`config.mk`:
```
export PLATFORM = sky130hd
export DESIGN_NAME = beuh_top
export DESIGN_NICKNAME = d
export VERILOG_FILES = /design/src/beuh_dly_resp.v /design/src/beuh_fwd_map.v /design/src/beuh_top.v
export VERILOG_INCLUDE_DIRS = /design/src
export SDC_FILE = /design/constraint.sdc
export NUM_CORES = 1
export LEC_CHECK = 0
export BUFFER_PORTS_ARGS = -buffer_cell sky130_fd_sc_hd__buf_2
export CAP_MARGIN = 40
export CORE_MARGIN = 10
export CORE_UTILIZATION = 30
export DETAILED_ROUTE_END_ITERATION = 16
export HOLD_SLACK_MARGIN = 0.03
export PLACE_DENSITY_LB_ADDON = 0.3
export SLEW_MARGIN = 30
export SYNTH_ARGS = -nofsm -noshare
export SYNTH_HDL_FRONTEND = slang
export SYNTH_SLANG_ARGS = --single-unit
```
`constraint.sdc`:
```
create_clock -name i_sys_clk -period 2.7 [get_ports i_sys_clk]
set_input_delay 0.27 -clock i_sys_clk [delete_from_list [all_inputs] [get_ports i_sys_clk]]
set_output_delay 0.27 -clock i_sys_clk [all_outputs]
set_load 0.02 [all_outputs]
```
`src/beuh_regs.vh`:
```
// Behaviour
// (RULE_01) link protocol violation sets its uncorrectable status flag
// (RULE_02) flow control protocol violation sets its uncorrectable status flag
// (RULE_03) receive buffer overflow sets the receiver overflow status flag
// (RULE_04) malformed packet sets the malformed packet status flag
// (RULE_05) unmasked error with serr or matching enable sends fatal/nonfatal msg
// (RULE_06) every error sets fatal or nonfatal detected flag by severity
// (RULE_07) signaled system error set when unmasked and serr enable set
// (RULE_08) secondary write with parity error forwarded as poisoned write
// (RULE_09) read completion with data parity error forwarded as poisoned
// (RULE_10) config/io completion or split msg with error gets completer abort
// (RULE_11) read returning unsupported: target abort if mode 1, else all ones
// (RULE_12) io write returning unsupported with mode 0 completes normally
// (RULE_13) completer abort from primary gives target abort to secondary
// (RULE_14) severity one selects fatal message, zero selects nonfatal
`ifndef BEUH_REGS_VH
`define BEUH_REGS_VH

// ************************************************************
// register offsets and indices
// ************************************************************
`define BEUH_AW        8
`define BEUH_OFS_STAT  8'h00
`define BEUH_OFS_MASK  8'h04
`define BEUH_OFS_SEV   8'h08
`define BEUH_OFS_IMASK 8'h0c
`define BEUH_OFS_CTRL  8'h10
`define BEUH_OFS_DSTAT 8'h14
`define BEUH_IX_STAT   3'h0
`define BEUH_IX_MASK   3'h1
`define BEUH_IX_SEV    3'h2
`define BEUH_IX_IMASK  3'h3
`define BEUH_IX_CTRL   3'h4
`define BEUH_IX_DSTAT  3'h5
`define BEUH_IX_NONE   3'h7

// ************************************************************
// field positions
// ************************************************************
`define BEUH_B_DLP     0
`define BEUH_B_FCP     1
`define BEUH_B_ROF     2
`define BEUH_B_MTLP    3
`define BEUH_C_SERR    0
`define BEUH_C_FATEN   1
`define BEUH_C_NFEN    2
`define BEUH_C_MAM     3
`define BEUH_D_FAT     0
`define BEUH_D_NF      1
`define BEUH_D_SSE     2

// ************************************************************
// reset values and encodings
// ************************************************************
`define BEUH_STAT_RST  4'h0
`define BEUH_MASK_RST  4'h0
`define BEUH_SEV_RST   4'hf
`define BEUH_IMASK_RST 4'h0
`define BEUH_CTRL_RST  4'h0
`define BEUH_DSTAT_RST 3'h0
`define BEUH_RESP_OK   2'h0
`define BEUH_RESP_ERR  2'h2
`define BEUH_K_WR      2'h0
`define BEUH_K_RDC     2'h1
`define BEUH_K_CIO     2'h2
`define BEUH_K_SCM     2'h3
`define BEUH_CS_SC     2'h0
`define BEUH_CS_UR     2'h1
`define BEUH_CS_CA     2'h2
`define BEUH_ONES      32'hffff_ffff
`define BEUH_ZERO      32'h0000_0000

`endif

```
`src/beuh_dly_resp.v`:
```
`timescale 1ns/1ps
`include "beuh_regs.vh"
module beuh_dly_resp
(
	// clock and reset
	input  wire        i_sys_clk,
	input  wire        i_rst_b,
	// mode
	input  wire        i_mam,
	// primary completion of delayed transaction
	input  wire        i_dly_vld,
	input  wire        i_dly_io_wr,
	input  wire [1:0]  i_dly_sts,
	input  wire [31:0] i_dly_data,
	// secondary response
	output reg         o_rsp_vld,
	output reg         o_rsp_tabort,
	output reg         o_rsp_normal,
	output reg  [31:0] o_rsp_data
);

// ************************************************************
// response mapping
// ************************************************************
wire is_ur = (i_dly_sts == `BEUH_CS_UR);
wire is_ca = (i_dly_sts == `BEUH_CS_CA);
wire tab   = is_ca | (is_ur & i_mam); // RULE_11 RULE_13
wire ones  = is_ur & ~i_mam & ~i_dly_io_wr; // RULE_11

always @(posedge i_sys_clk or negedge i_rst_b)
begin
	if (!i_rst_b)
	begin
		o_rsp_vld    <= 1'b0;
		o_rsp_tabort <= 1'b0;
		o_rsp_normal <= 1'b0;
		o_rsp_data   <= `BEUH_ZERO;
	end
	else
	begin
		o_rsp_vld    <= i_dly_vld;
		o_rsp_tabort <= i_dly_vld & tab;
		o_rsp_normal <= i_dly_vld & ~tab; // RULE_12
		o_rsp_data   <= ones ? `BEUH_ONES : i_dly_data;
	end
end

endmodule // beuh_dly_resp

```
`src/beuh_fwd_map.v`:
```
`timescale 1ns/1ps
`include "beuh_regs.vh"
module beuh_fwd_map
(
	// clock and reset
	input  wire       i_sys_clk,
	input  wire       i_rst_b,
	// secondary transaction
	input  wire       i_sec_vld,
	input  wire [1:0] i_sec_kind,
	input  wire       i_sec_perr,
	// forwarded upstream
	output reg        o_fwd_vld,
	output reg  [1:0] o_fwd_kind,
	output reg        o_fwd_poison,
	output reg        o_fwd_ca
);

// ************************************************************
// error translation
// ************************************************************
wire is_data = (i_sec_kind == `BEUH_K_WR) | (i_sec_kind == `BEUH_K_RDC);
wire is_cpl  = (i_sec_kind == `BEUH_K_CIO) | (i_sec_kind == `BEUH_K_SCM);

always @(posedge i_sys_clk or negedge i_rst_b)
begin
	if (!i_rst_b)
	begin
		o_fwd_vld    <= 1'b0;
		o_fwd_kind   <= `BEUH_K_WR;
		o_fwd_poison <= 1'b0;
		o_fwd_ca     <= 1'b0;
	end
	else
	begin
		o_fwd_vld    <= i_sec_vld;
		o_fwd_kind   <= i_sec_kind;
		o_fwd_poison <= i_sec_vld & i_sec_perr & is_data; // RULE_08 RULE_09
		o_fwd_ca     <= i_sec_vld & i_sec_perr & is_cpl; // RULE_10
	end
end

endmodule // beuh_fwd_map

```
`src/beuh_top.v`:
```
// Decided for this implementation: register access over AXI4-Lite and the register addresses.
`timescale 1ns/1ps
`include "beuh_regs.vh"
module beuh_top
(
	// clock and reset
	input  wire                i_sys_clk,
	input  wire                i_rst_b,
	// axi4-lite write address
	input  wire [`BEUH_AW-1:0] i_awaddr,
	input  wire                i_awvalid,
	output wire                o_awready,
	// axi4-lite write data
	input  wire [31:0]         i_wdata,
	input  wire [3:0]          i_wstrb,
	input  wire                i_wvalid,
	output wire                o_wready,
	// axi4-lite write response
	output wire [1:0]          o_bresp,
	output wire                o_bvalid,
	input  wire                i_bready,
	// axi4-lite read address
	input  wire [`BEUH_AW-1:0] i_araddr,
	input  wire                i_arvalid,
	output wire                o_arready,
	// axi4-lite read data
	output wire [31:0]         o_rdata,
	output wire [1:0]          o_rresp,
	output wire                o_rvalid,
	input  wire                i_rready,
	// primary link error events
	input  wire                i_dlp_err,
	input  wire                i_fcp_err,
	input  wire                i_rx_ovf,
	input  wire                i_bad_tlp,
	// error messages upstream
	output wire                o_msg_fatal,
	output wire                o_msg_nonfatal,
	// secondary to primary forwarding
	input  wire                i_sec_vld,
	input  wire [1:0]          i_sec_kind,
	input  wire                i_sec_perr,
	output wire                o_fwd_vld,
	output wire [1:0]          o_fwd_kind,
	output wire                o_fwd_poison,
	output wire                o_fwd_ca,
	// delayed transaction completions
	input  wire                i_dly_vld,
	input  wire                i_dly_io_wr,
	input  wire [1:0]          i_dly_sts,
	input  wire [31:0]         i_dly_data,
	output wire                o_dly_rsp_vld,
	output wire                o_dly_tabort,
	output wire                o_dly_normal,
	output wire [31:0]         o_dly_data,
	// interrupt
	output wire                o_irq
);

// ************************************************************
// address decode
// ************************************************************
function [2:0] beuh_dec;
	input [`BEUH_AW-1:0] a;
	begin
		case (a)
			`BEUH_OFS_STAT:  beuh_dec = `BEUH_IX_STAT;
			`BEUH_OFS_MASK:  beuh_dec = `BEUH_IX_MASK;
			`BEUH_OFS_SEV:   beuh_dec = `BEUH_IX_SEV;
			`BEUH_OFS_IMASK: beuh_dec = `BEUH_IX_IMASK;
			`BEUH_OFS_CTRL:  beuh_dec = `BEUH_IX_CTRL;
			`BEUH_OFS_DSTAT: beuh_dec = `BEUH_IX_DSTAT;
			default:         beuh_dec = `BEUH_IX_NONE;
		endcase
	end
endfunction

// ************************************************************
// bus state
// ************************************************************
reg                awready_ff;
reg                wready_ff;
reg                aw_hold_ff;
reg                w_hold_ff;
reg [`BEUH_AW-1:0] awaddr_ff;
reg [31:0]         wdata_ff;
reg                wlane_ff;
reg                bvalid_ff;
reg [1:0]          bresp_ff;
reg                arready_ff;
reg                rvalid_ff;
reg [31:0]         rdata_ff;
reg [1:0]          rresp_ff;
reg                nxt_aw_hold;
reg                nxt_w_hold;
reg                nxt_bvalid;
reg                nxt_rvalid;

wire       aw_take = i_awvalid & awready_ff;
wire       w_take  = i_wvalid & wready_ff;
wire       ar_take = i_arvalid & arready_ff;
wire       do_wr   = aw_hold_ff & w_hold_ff & ~bvalid_ff;
wire [2:0] wr_idx  = beuh_dec(awaddr_ff);
wire [2:0] rd_idx  = beuh_dec(i_araddr);

// ************************************************************
// error registers
// ************************************************************
reg  [3:0] stat_ff;
reg  [3:0] mask_ff;
reg  [3:0] sev_ff;
reg  [3:0] imask_ff;
reg  [3:0] ctrl_ff;
reg  [2:0] dstat_ff;
reg        msg_fat_ff;
reg        msg_nf_ff;
reg        irq_ff;
reg  [3:0] nxt_stat;
reg  [3:0] nxt_mask;
reg  [3:0] nxt_sev;
reg  [3:0] nxt_imask;
reg  [3:0] nxt_ctrl;
reg  [2:0] nxt_dstat;
reg  [31:0] rd_val;

wire [3:0] evt;
wire [3:0] unm;
wire       serr_en = ctrl_ff[`BEUH_C_SERR];
wire       fat_en  = ctrl_ff[`BEUH_C_FATEN];
wire       nf_en   = ctrl_ff[`BEUH_C_NFEN];

assign evt[`BEUH_B_DLP]  = i_dlp_err; // RULE_01
assign evt[`BEUH_B_FCP]  = i_fcp_err; // RULE_02
assign evt[`BEUH_B_ROF]  = i_rx_ovf; // RULE_03
assign evt[`BEUH_B_MTLP] = i_bad_tlp; // RULE_04
assign unm = evt & ~mask_ff;

// severity one is fatal, zero nonfatal
wire fat_any = |(evt & sev_ff); // RULE_06 RULE_14
wire nf_any  = |(evt & ~sev_ff); // RULE_06 RULE_14
wire fat_unm = |(unm & sev_ff); // RULE_14
wire nf_unm  = |(unm & ~sev_ff); // RULE_14
wire fat_msg = fat_unm & (serr_en | fat_en); // RULE_05
wire nf_msg  = nf_unm & (serr_en | nf_en); // RULE_05
wire sse_set = (|unm) & serr_en; // RULE_07

wire rd_stat  = ar_take & (rd_idx == `BEUH_IX_STAT);
wire rd_dstat = ar_take & (rd_idx == `BEUH_IX_DSTAT);

// ************************************************************
// next register values
// ************************************************************
always @*
begin
	nxt_mask  = mask_ff;
	nxt_sev   = sev_ff;
	nxt_imask = imask_ff;
	nxt_ctrl  = ctrl_ff;
	if (do_wr & wlane_ff)
	begin
		case (wr_idx)
			`BEUH_IX_MASK:  nxt_mask  = wdata_ff[3:0];
			`BEUH_IX_SEV:   nxt_sev   = wdata_ff[3:0];
			`BEUH_IX_IMASK: nxt_imask = wdata_ff[3:0];
			`BEUH_IX_CTRL:  nxt_ctrl  = wdata_ff[3:0];
			default:        nxt_ctrl  = ctrl_ff;
		endcase
	end
	// set wins over read clear
	nxt_stat = (stat_ff & ~{4{rd_stat}}) | evt; // RULE_01 RULE_02 RULE_03 RULE_04
	nxt_dstat = dstat_ff & ~{3{rd_dstat}};
	nxt_dstat[`BEUH_D_FAT] = nxt_dstat[`BEUH_D_FAT] | fat_any; // RULE_06
	nxt_dstat[`BEUH_D_NF]  = nxt_dstat[`BEUH_D_NF] | nf_any; // RULE_06
	nxt_dstat[`BEUH_D_SSE] = nxt_dstat[`BEUH_D_SSE] | sse_set; // RULE_07
end

// ************************************************************
// read mux
// ************************************************************
always @*
begin
	rd_val = `BEUH_ZERO;
	case (rd_idx)
		`BEUH_IX_STAT:  rd_val[3:0] = stat_ff;
		`BEUH_IX_MASK:  rd_val[3:0] = mask_ff;
		`BEUH_IX_SEV:   rd_val[3:0] = sev_ff;
		`BEUH_IX_IMASK: rd_val[3:0] = imask_ff;
		`BEUH_IX_CTRL:  rd_val[3:0] = ctrl_ff;
		`BEUH_IX_DSTAT: rd_val[2:0] = dstat_ff;
		default:        rd_val = `BEUH_ZERO;
	endcase
end

// ************************************************************
// bus handshake next state
// ************************************************************
always @*
begin
	nxt_aw_hold = (aw_hold_ff | aw_take) & ~do_wr;
	nxt_w_hold  = (w_hold_ff | w_take) & ~do_wr;
	nxt_bvalid  = do_wr | (bvalid_ff & ~i_bready);
	nxt_rvalid  = ar_take | (rvalid_ff & ~i_rready);
end

always @(posedge i_sys_clk or negedge i_rst_b)
begin
	if (!i_rst_b)
	begin
		awready_ff <= 1'b0;
		wready_ff  <= 1'b0;
		aw_hold_ff <= 1'b0;
		w_hold_ff  <= 1'b0;
		awaddr_ff  <= `BEUH_OFS_STAT;
		wdata_ff   <= `BEUH_ZERO;
		wlane_ff   <= 1'b0;
		bvalid_ff  <= 1'b0;
		bresp_ff   <= `BEUH_RESP_OK;
		arready_ff <= 1'b0;
		rvalid_ff  <= 1'b0;
		rdata_ff   <= `BEUH_ZERO;
		rresp_ff   <= `BEUH_RESP_OK;
	end
	else
	begin
		aw_hold_ff <= nxt_aw_hold;
		w_hold_ff  <= nxt_w_hold;
		awready_ff <= ~nxt_aw_hold & ~nxt_bvalid;
		wready_ff  <= ~nxt_w_hold & ~nxt_bvalid;
		bvalid_ff  <= nxt_bvalid;
		arready_ff <= ~nxt_rvalid;
		rvalid_ff  <= nxt_rvalid;
		if (aw_take)
			awaddr_ff <= i_awaddr;
		if (w_take)
		begin
			wdata_ff <= i_wdata;
			wlane_ff <= i_wstrb[0];
		end
		if (do_wr)
			bresp_ff <= (wr_idx == `BEUH_IX_NONE) ?
				`BEUH_RESP_ERR : `BEUH_RESP_OK;
		if (ar_take)
		begin
			rdata_ff <= rd_val;
			rresp_ff <= (rd_idx == `BEUH_IX_NONE) ?
				`BEUH_RESP_ERR : `BEUH_RESP_OK;
		end
	end
end

// ************************************************************
// register and message flops
// ************************************************************
always @(posedge i_sys_clk or negedge i_rst_b)
begin
	if (!i_rst_b)
	begin
		stat_ff    <= `BEUH_STAT_RST;
		mask_ff    <= `BEUH_MASK_RST;
		sev_ff     <= `BEUH_SEV_RST;
		imask_ff   <= `BEUH_IMASK_RST;
		ctrl_ff    <= `BEUH_CTRL_RST;
		dstat_ff   <= `BEUH_DSTAT_RST;
		msg_fat_ff <= 1'b0;
		msg_nf_ff  <= 1'b0;
		irq_ff     <= 1'b0;
	end
	else
	begin
		stat_ff    <= nxt_stat;
		mask_ff    <= nxt_mask;
		sev_ff     <= nxt_sev;
		imask_ff   <= nxt_imask;
		ctrl_ff    <= nxt_ctrl;
		dstat_ff   <= nxt_dstat;
		msg_fat_ff <= fat_msg; // RULE_05
		msg_nf_ff  <= nf_msg; // RULE_05
		irq_ff     <= |(nxt_stat & nxt_imask);
	end
end

// ************************************************************
// secondary forwarding and delayed responses
// ************************************************************
beuh_fwd_map u_fwd
(
	.i_sys_clk    (i_sys_clk),
	.i_rst_b      (i_rst_b),
	.i_sec_vld    (i_sec_vld),
	.i_sec_kind   (i_sec_kind),
	.i_sec_perr   (i_sec_perr),
	.o_fwd_vld    (o_fwd_vld),
	.o_fwd_kind   (o_fwd_kind),
	.o_fwd_poison (o_fwd_poison),
	.o_fwd_ca     (o_fwd_ca)
);

beuh_dly_resp u_dly
(
	.i_sys_clk    (i_sys_clk),
	.i_rst_b      (i_rst_b),
	.i_mam        (ctrl_ff[`BEUH_C_MAM]),
	.i_dly_vld    (i_dly_vld),
	.i_dly_io_wr  (i_dly_io_wr),
	.i_dly_sts    (i_dly_sts),
	.i_dly_data   (i_dly_data),
	.o_rsp_vld    (o_dly_rsp_vld),
	.o_rsp_tabort (o_dly_tabort),
	.o_rsp_normal (o_dly_normal),
	.o_rsp_data   (o_dly_data)
);

// ************************************************************
// outputs
// ************************************************************
assign o_awready      = awready_ff;
assign o_wready       = wready_ff;
assign o_bresp        = bresp_ff;
assign o_bvalid       = bvalid_ff;
assign o_arready      = arready_ff;
assign o_rdata        = rdata_ff;
assign o_rresp        = rresp_ff;
assign o_rvalid       = rvalid_ff;
assign o_msg_fatal    = msg_fat_ff;
assign o_msg_nonfatal = msg_nf_ff;
assign o_irq          = irq_ff;

endmodule // beuh_top

```
==> summary.txt, run 1 <==
Global routing
  – Number of global-route vias before repair: 3,096
  – All-Layer GR Usage: 10.9%
  – GRT met3 Usage: 4.53%
  – First-pass GRT wire length: 15,800 um
  – Largest net degree at the start of global routing: 52
  – Gr busiest metal: met2
  – GR Layer Usage met1: 12.8%
  – GRT met2 Usage: 16.8%
  – Initial antenna violation count: 1
  – Grt total ovfl: 0

Placement
  – Detailed Place HPWL: 7900 um
  – GPL Wtd Cong: 0.761
  – Pre-CTS worst setup slack: 239 ps
  – I/O Buffers: 125

Clocking
  – Post-CTS Setup Bufs: 0
  – Clock sink total: 92
  – CTS tree: built
  – Worst-skew pair later-pin latency: 340 ps
  – Post-CTS Hold Buffers: 2
  – Post-CTS Resized: 0
  – H-tree level count: 3
  – Clock Path Buffers: 2
  – CTS Buf Count: 9
  – Clk slew on worst S/H paths: 60 ps
  – CTS Root Cell: clkbuf_16

Synthesis
  – Synth Area in XOR/XNOR: 0%
  – Prevailing post-synth register cell: dfrtp_1
  – Avg Cell Area, Syn: 12.4 sq um
  – Yosys cell types: 51
  – Seq cells post-synth: 92
  – Synth area leader: dfrtp_1
  – EDFF count, synth: 0
  – Post-synth top area share: 55.7%
  – Asr flop ratio synth: 100%
  – Main combinational cell family by area after synthesis: simple AND/OR/NAND/NOR gates
  – Seq/Total Area, Yosys: 58.4%
  – Synth Area in Adders: 0.317%
  – Cells after synthesis: 319
  – Post-synthesis mux area share: 10.3%
  – Mapped cell area: 0.00395 sq mm
  – Synth Area in Simple Gates: 16.5%
  – Post-synthesis compound-gate area fraction: 6.84%
  – Top cells by area, synth: dfrtp_1 (56%), mux2_2 (6.3%), buf_4 (5.7%)
  – YS warnings: 0

Drt
  – Routed WL per cell: 15.6 um
  – DRC Markers: 0
  – Initial DRC count: 145
  – TritonRoute pass-1 iters: 4
  – WL final: 9860 um
  – Via count: 2,825
  – Vias/cell: 4.46
  – Routed Antenna Nets: 0

Floorplan
  – Initial Utilization: 30.9%
  – I/O pins: 187
  – Die Wd: 135 um
  – Die Height: 135 um
  – Core area: 0.0128 sq mm
  – Die Outline Area: 0.0182 sq mm
  – Row count: 41

Setup path
  – Worst-path maximum fanout: 4
  – CP Data Required Time: 2920 ps
  – Startpoint Class: flop
  – Critical path type: flop to flop
  – Crit. End Element: flop
  – WP data arrival: 2400 ps

Timing
  – Min cycle time layout: 2180 ps
  – Fin crit share: 80.8%
  – RSZ-0062 raised after global routing: false
  – Max_slew headroom: 51.5%
  – Max-slew violations: 0
  – Highest Clock Rate: 0.459 GHz
  – Clock Skew: 4.33 ps
  – Final WS setup: 520 ps
  – Setup TNS: 0 ps
  – Final hold vios: 0
  – Final Setup Violations: 0
  – Tightest Pin Transition: 722 ps

Layout
  – Final nets: 560
  – Ant. Diodes: 0
  – Most frequent cells in the layout: buf_2 (124), dfrtp_1 (88), or2_2 (36), conb_1 (30), mux2_2 (22)
  – Most common cell after layout, fill and taps aside: buf_2
  – Fraction of layout cells with a size suffix above 1: 47.3%
  – # fillers: 1,279
  – Synth-to-layout area growth: 28.0%

Run
  – Max-capacitance violation count: 0

Worst hold path
  – Hold Crit Class: primary input to flop

Power and ir drop
  – Static Leak: 2.47 nW
  – Peak supply drop: 0.483 mV
  – Pwr Total: 3.95 mW
  – Power Dens Cells: 782 mW/mm^2

Run status
  – Status: complete, no violations
==> Yosys cell counts (2+ instances only) <==
cell      number
nand3_1        2
mux2i_1        7
a21o_1         2
mux2_1         8
or4b_4         2
mux2_2        22
nor2_1        13
and2_1         3
inv_1         11
or2_2         36
a31oi_1        7
nand3b_1       5
clkbuf_1       7
nor4_1         3
nand2_1       11
a22oi_1        3
a311oi_1       3
dfrtp_1       88
nor3_1         4
o22ai_1        5
a32oi_1        3
dfstp_2        4
nor3b_1        2
nand4b_1       2
o21ai_0        2
a21oi_1        3
nor2b_1        5
nand2b_1       4
buf_4         30
==> metrics by stage <==
| step | instance area (sq um) | instances | hold slack [ps] | util, % |
|---|---|---|---|---|
| floorplan | 4060 | 348 | -25.6 | - |
| global placement | 4710 | 615 | 325 | 36.9 |
| detailed placement | 4710 | 615 | 335 | 36.9 |
| CTS | 5060 | 633 | 44.6 | 39.6 |
| global route | 5060 | 633 | 53.5 | 39.6 |
| finish | 5060 | 633 | 62.0 | 39.6 |
==> sequential cells by signal (all words and copies together), names as in the netlist, 2 cells and up <==
signal and cells:
u_dly.o_rsp_data 32, awaddr_ff 8, ctrl_ff 4, imask_ff 4, mask_ff 4, o_rdata 4, sev_ff 4, stat_ff 4
wdata_ff 4, dstat_ff 3, u_fwd.o_fwd_kind 2
==> layer usage <==
layer | part of all wire [%] | wire, um
met5 | 0.16 | 16
met4 | 1.9 | 185
met3 | 9.8 | 967
met2 | 46 | 4510
met1 | 42 | 4180
==> layout make-up <==
cell class	count	area, sq um	share of cell area, %
clock buffer	11	243	4.80
tap	172	215	4.26
inverter	11	41.3	0.816
timing repair buffer	135	708	14.0
clock inverter	5	82.6	1.63
sequential	92	2310	45.6
multi-input combinational	207	1460	28.9
==> cells by family after synthesis <==
kind of cell / after synthesis
compound gates: 37
buf+inv: 49
other cells: 1
flops: 92
fa+ha+maj: 1
mux: 37
simple gates: 102
==> power breakdown <==
part	switching, mW	internal (mW)	total, mW
clock network	0.523	0.840	1.36
logic	0.410	0.349	0.760
registers	0.202	1.63	1.83
total	1.14	2.82	3.95
==> worst paths after layout <==
check / from / to / slack (ps) / cells after the start
setup / recovery: awaddr_ff[0] / o_irq / 520 / 4
hold / removal: i_dly_vld / u_dly.o_rsp_vld / 60 / 1
setup reg to reg: awaddr_ff[0] / o_irq / 520 / 4
hold reg to reg: o_rdata[3] / o_rdata[3] / 490 / 1
max in group asynchronous: i_rst_b / sev_ff[3] / 1440 / 3
min in group asynchronous: i_rst_b / o_awready / 490 / 2
==> critical path, cell delays in order (launching register included) <==
cell	delay [ps]
dfrtp_1	380
or4_4	560
and4bb_2	420
mux2_2	370
a221o_1	320
Power figures use the tool's default switching activity.
==> inputs of run 2 (changes only) <==
==> constraint.sdc (replaced) <==
create_clock -name i_sys_clk -period 2.15 [get_ports i_sys_clk]
set_input_delay 0.215 -clock i_sys_clk [delete_from_list [all_inputs] [get_ports i_sys_clk]]
set_output_delay 0.215 -clock i_sys_clk [all_outputs]
set_load 0.02 [all_outputs]
==> run 2 against run 1 <==
  * Utilization grew 0.90 points
  * Sequential share of layout area fell by 1.0 points
  * Clock power rose by 23%
  * Critical path depth increased by 1
  * The flow now finishes with violations (negative setup slack)
  * First-iteration DRC count is 26% lower
  * Worst setup slack lost 520 ps
  * Via count is 0.74% lower
  * Critical endpoint is now mask_ff[2]
  * Largest cell class unchanged
  * Wire length up 0.49%
  * Clock skew about the same
  * Cell area up 2.3%
  * Critical path type unchanged
==> summary.txt, run 2 (synthesized netlist as in run 1, its figures left out) <==
Placement
  – Dpl cells: 619 (was 615)
  – I/O Buffers: 125 (unchanged)
  – Detailed Place HPWL: 8070 um (was 7900 um)
  – Pre-CTS worst setup slack: -85.8 ps (was 239 ps)
  – Dpl cell area: 0.00477 sq mm (was 0.00471 sq mm)
  – GPL Wtd Cong: 0.831 (was 0.761)

Power and ir drop
  – Power Dens Cells: 962 mW/mm^2 (was 782 mW/mm^2)
  – Clk pwr share: 33.5% (was 34.5%)
  – Pwr Total: 4.97 mW (was 3.95 mW)
  – Combinational Power Share: 20.2% (was 19.2%)
  – Psw: 1.41 mW (was 1.14 mW)
  – Peak supply drop: 0.547 mV (was 0.483 mV)
  – Switching share of power: 28.3% (was 28.7%)
  – Static Leak: 2.52 nW (was 2.47 nW)
  – Reg power frac: 46.3% (about the same)
  – Cell-internal power: 3.57 mW (was 2.82 mW)

Setup path
  – WP data arrival: 2370 ps (was 2400 ps)
  – Critical path type: flop to flop (unchanged)
  – Startpoint Class: flop (unchanged)
  – Worst-path maximum fanout: 4 (unchanged)
  – Crit. End Element: flop (unchanged)
  – CP Data Required Time: 2370 ps (was 2920 ps)

Run
  – Max-capacitance violation count: 0 (unchanged)

Drt
  – Vias/cell: 4.37 (was 4.46)
  – Via count: 2,804 (was 2,825)
  – Routed WL per cell: 15.5 um (was 15.6 um)
  – DRC Markers: 0 (unchanged)
  – Routed Antenna Nets: 0 (unchanged)
  – TritonRoute pass-1 iters: 4 (unchanged)
  – Initial DRC count: 107 (was 145)
  – WL final: 9900 um (was 9860 um)

Clocking
  – CTS Root Cell: clkbuf_16 (unchanged)
  – Clock Path Buffers: 2 (unchanged)
  – Clk slew on worst S/H paths: 60 ps (about the same)
  – Worst-skew pair later-pin latency: 330 ps (was 340 ps)
  – H-tree level count: 3 (unchanged)
  – Clock sink total: 92 (unchanged)
  – CTS Buf Count: 9 (unchanged)
  – CTS tree: built (unchanged)

Layout
  – Ant. Diodes: 0 (unchanged)
  – Most frequent cells in the layout: buf_2 (124), dfrtp_1 (88), or2_2 (36), conb_1 (30), mux2_2 (22) (unchanged)
  – Reg with most FFs: u_dly.o_rsp_data (unchanged)
  – Register area: 0.00231 sq mm (unchanged)
  – Core Util, Final: 40.5% (was 39.6%)
  – Fraction of layout cells with a size suffix above 1: 49.3% (was 47.3%)
  – Largest register FFs: 32 (unchanged)
  – Synth-to-layout area growth: 30.9% (was 28.0%)
  – # fillers: 1,244 (was 1,279)
  – Top flop regs: u_dly.o_rsp_data: 32 flops, awaddr_ff: 8 flops (unchanged)
  – Most common cell after layout, fill and taps aside: buf_2 (unchanged)
  – Footprint of the multi-input gates: 0.00150 sq mm (was 0.00146 sq mm)
  – Count of non-filler cells in the finished layout: 641 (was 633)
  – Final Instance Area: 0.00517 sq mm (was 0.00506 sq mm)
  – Final nets: 568 (was 560)

Global routing
  – Number of global-route vias before repair: 3,000 (was 3,096)
  – Initial antenna violation count: 0 (was 1)
  – First-pass GRT wire length: 15,600 um (was 15,800 um)
  – Grt total ovfl: 0 (unchanged)
  – Largest net degree at the start of global routing: 70 (was 52)
  – All-Layer GR Usage: 10.9% (about the same)

Timing
  – Tightest Pin Transition: 501 ps (was 722 ps)
  – Max-slew violations: 0 (unchanged)
  – Hold slack: 69.7 ps (was 62.0 ps)
  – RSZ-0062 raised after global routing: true (was false)
  – Setup TNS: -2.14 ps (was 0 ps)
  – Clock Skew: 4.01 ps (was 4.33 ps)
  – Max_slew headroom: 66.3% (was 51.5%)
  – Final WS setup: -2.14 ps (was 520 ps)
  – Final hold vios: 0 (unchanged)
  – Min cycle time layout: 2150 ps (was 2180 ps)
  – Highest Clock Rate: 0.465 GHz (was 0.459 GHz)
  – Fin crit share: 100% (was 80.8%)
  – Final Setup Violations: 1 (was 0)

Floorplan
  – Die Outline Area: 0.0182 sq mm (unchanged)
  – Row count: 41 (unchanged)
  – I/O pins: 187 (unchanged)
  – Die Height: 135 um (unchanged)
  – Core area: 0.0128 sq mm (unchanged)
  – Die Wd: 135 um (unchanged)
  – Initial Utilization: 30.9% (unchanged)

Run status
  – Status: finished, violations left (was complete, no violations)
  – Failing checks: negative setup slack

Worst hold path
  – Hold Crit Class: primary input to flop (unchanged)
## run 2: cell count changes in the layout (fill, tap and decap cells not counted), moves of 3 or more
cell / delta
mux2_1: -5
mux2_4: +5
buf_4: +4
dlygate4sd3_1: +3
## run 2: path summary, 6_finish.rpt
| check | startpoint | to | slack, ps | cells after the start |
|---|---|---|---|---|
| worst max register to register | awaddr_ff[0] | mask_ff[2] | -2 | 5 |
| worst min-delay path | i_dly_data[10] | u_dly.o_rsp_data[10] | 70 | 2 |
| max in group asynchronous | i_rst_b | u_dly.o_rsp_tabort | 1170 | 3 |
| worst max-delay path | awaddr_ff[0] | mask_ff[2] | -2 | 5 |
| worst min register to register | o_rresp[1] | o_rresp[1] | 490 | 2 |
| min in group asynchronous | i_rst_b | aw_hold_ff | 320 | 2 |
## run 2: critical path: stages, from the launching register on
cell and delay [ps]:
dfrtp_1 380, or4_4 560, nor2_4 130, nand3_4 100, or4b_4 540, mux2_1 330
## run 2: layout make-up
| type | instances | share of cell area (%) |
|---|---|---|
| multi-input cells | 207 | 29.0 |
| clock inverters | 4 | 1.40 |
| clock buffers | 12 | 4.77 |
| inverters | 11 | 0.798 |
| well taps | 172 | 4.16 |
| repair buffers | 143 | 15.2 |
| flip-flops and latches | 92 | 44.6 |
## run 2: power by group through the flow
stage / Clock (mW) / Sequential, mW / Combinational (mW)
finish: 1.67 / 2.30 / 1.00
global route: 1.80 / 2.36 / 1.11
CTS: 1.73 / 2.31 / 1.02
detailed placement: 0 / 2.34 / 0.994
global placement: 0 / 2.33 / 0.968
floorplan: 0 / 2.40 / 0.549
## run 2: timing repair
item,in CTS,in global routing
hold buffers,5,0
gates resized for setup,3,3
gates cloned,0,0
pin swaps,0,1
hold endpoints to repair,23,0
setup endpoints to repair,5,13
setup buffers,1,0
## run 2: metal layers
layer / routed length [um] / GRT usage, % / share of wire, % / vias up
met2: 4650 / 17.3 / 47 / 114
li1: - / - / - / 1344
met3: 1210 / 6.01 / 12 / 7
met4: 78 / 3.26 / 0.79 / 0
met1: 3960 / 12.2 / 40 / 1339
met5: 0 / 0 / 0 / -
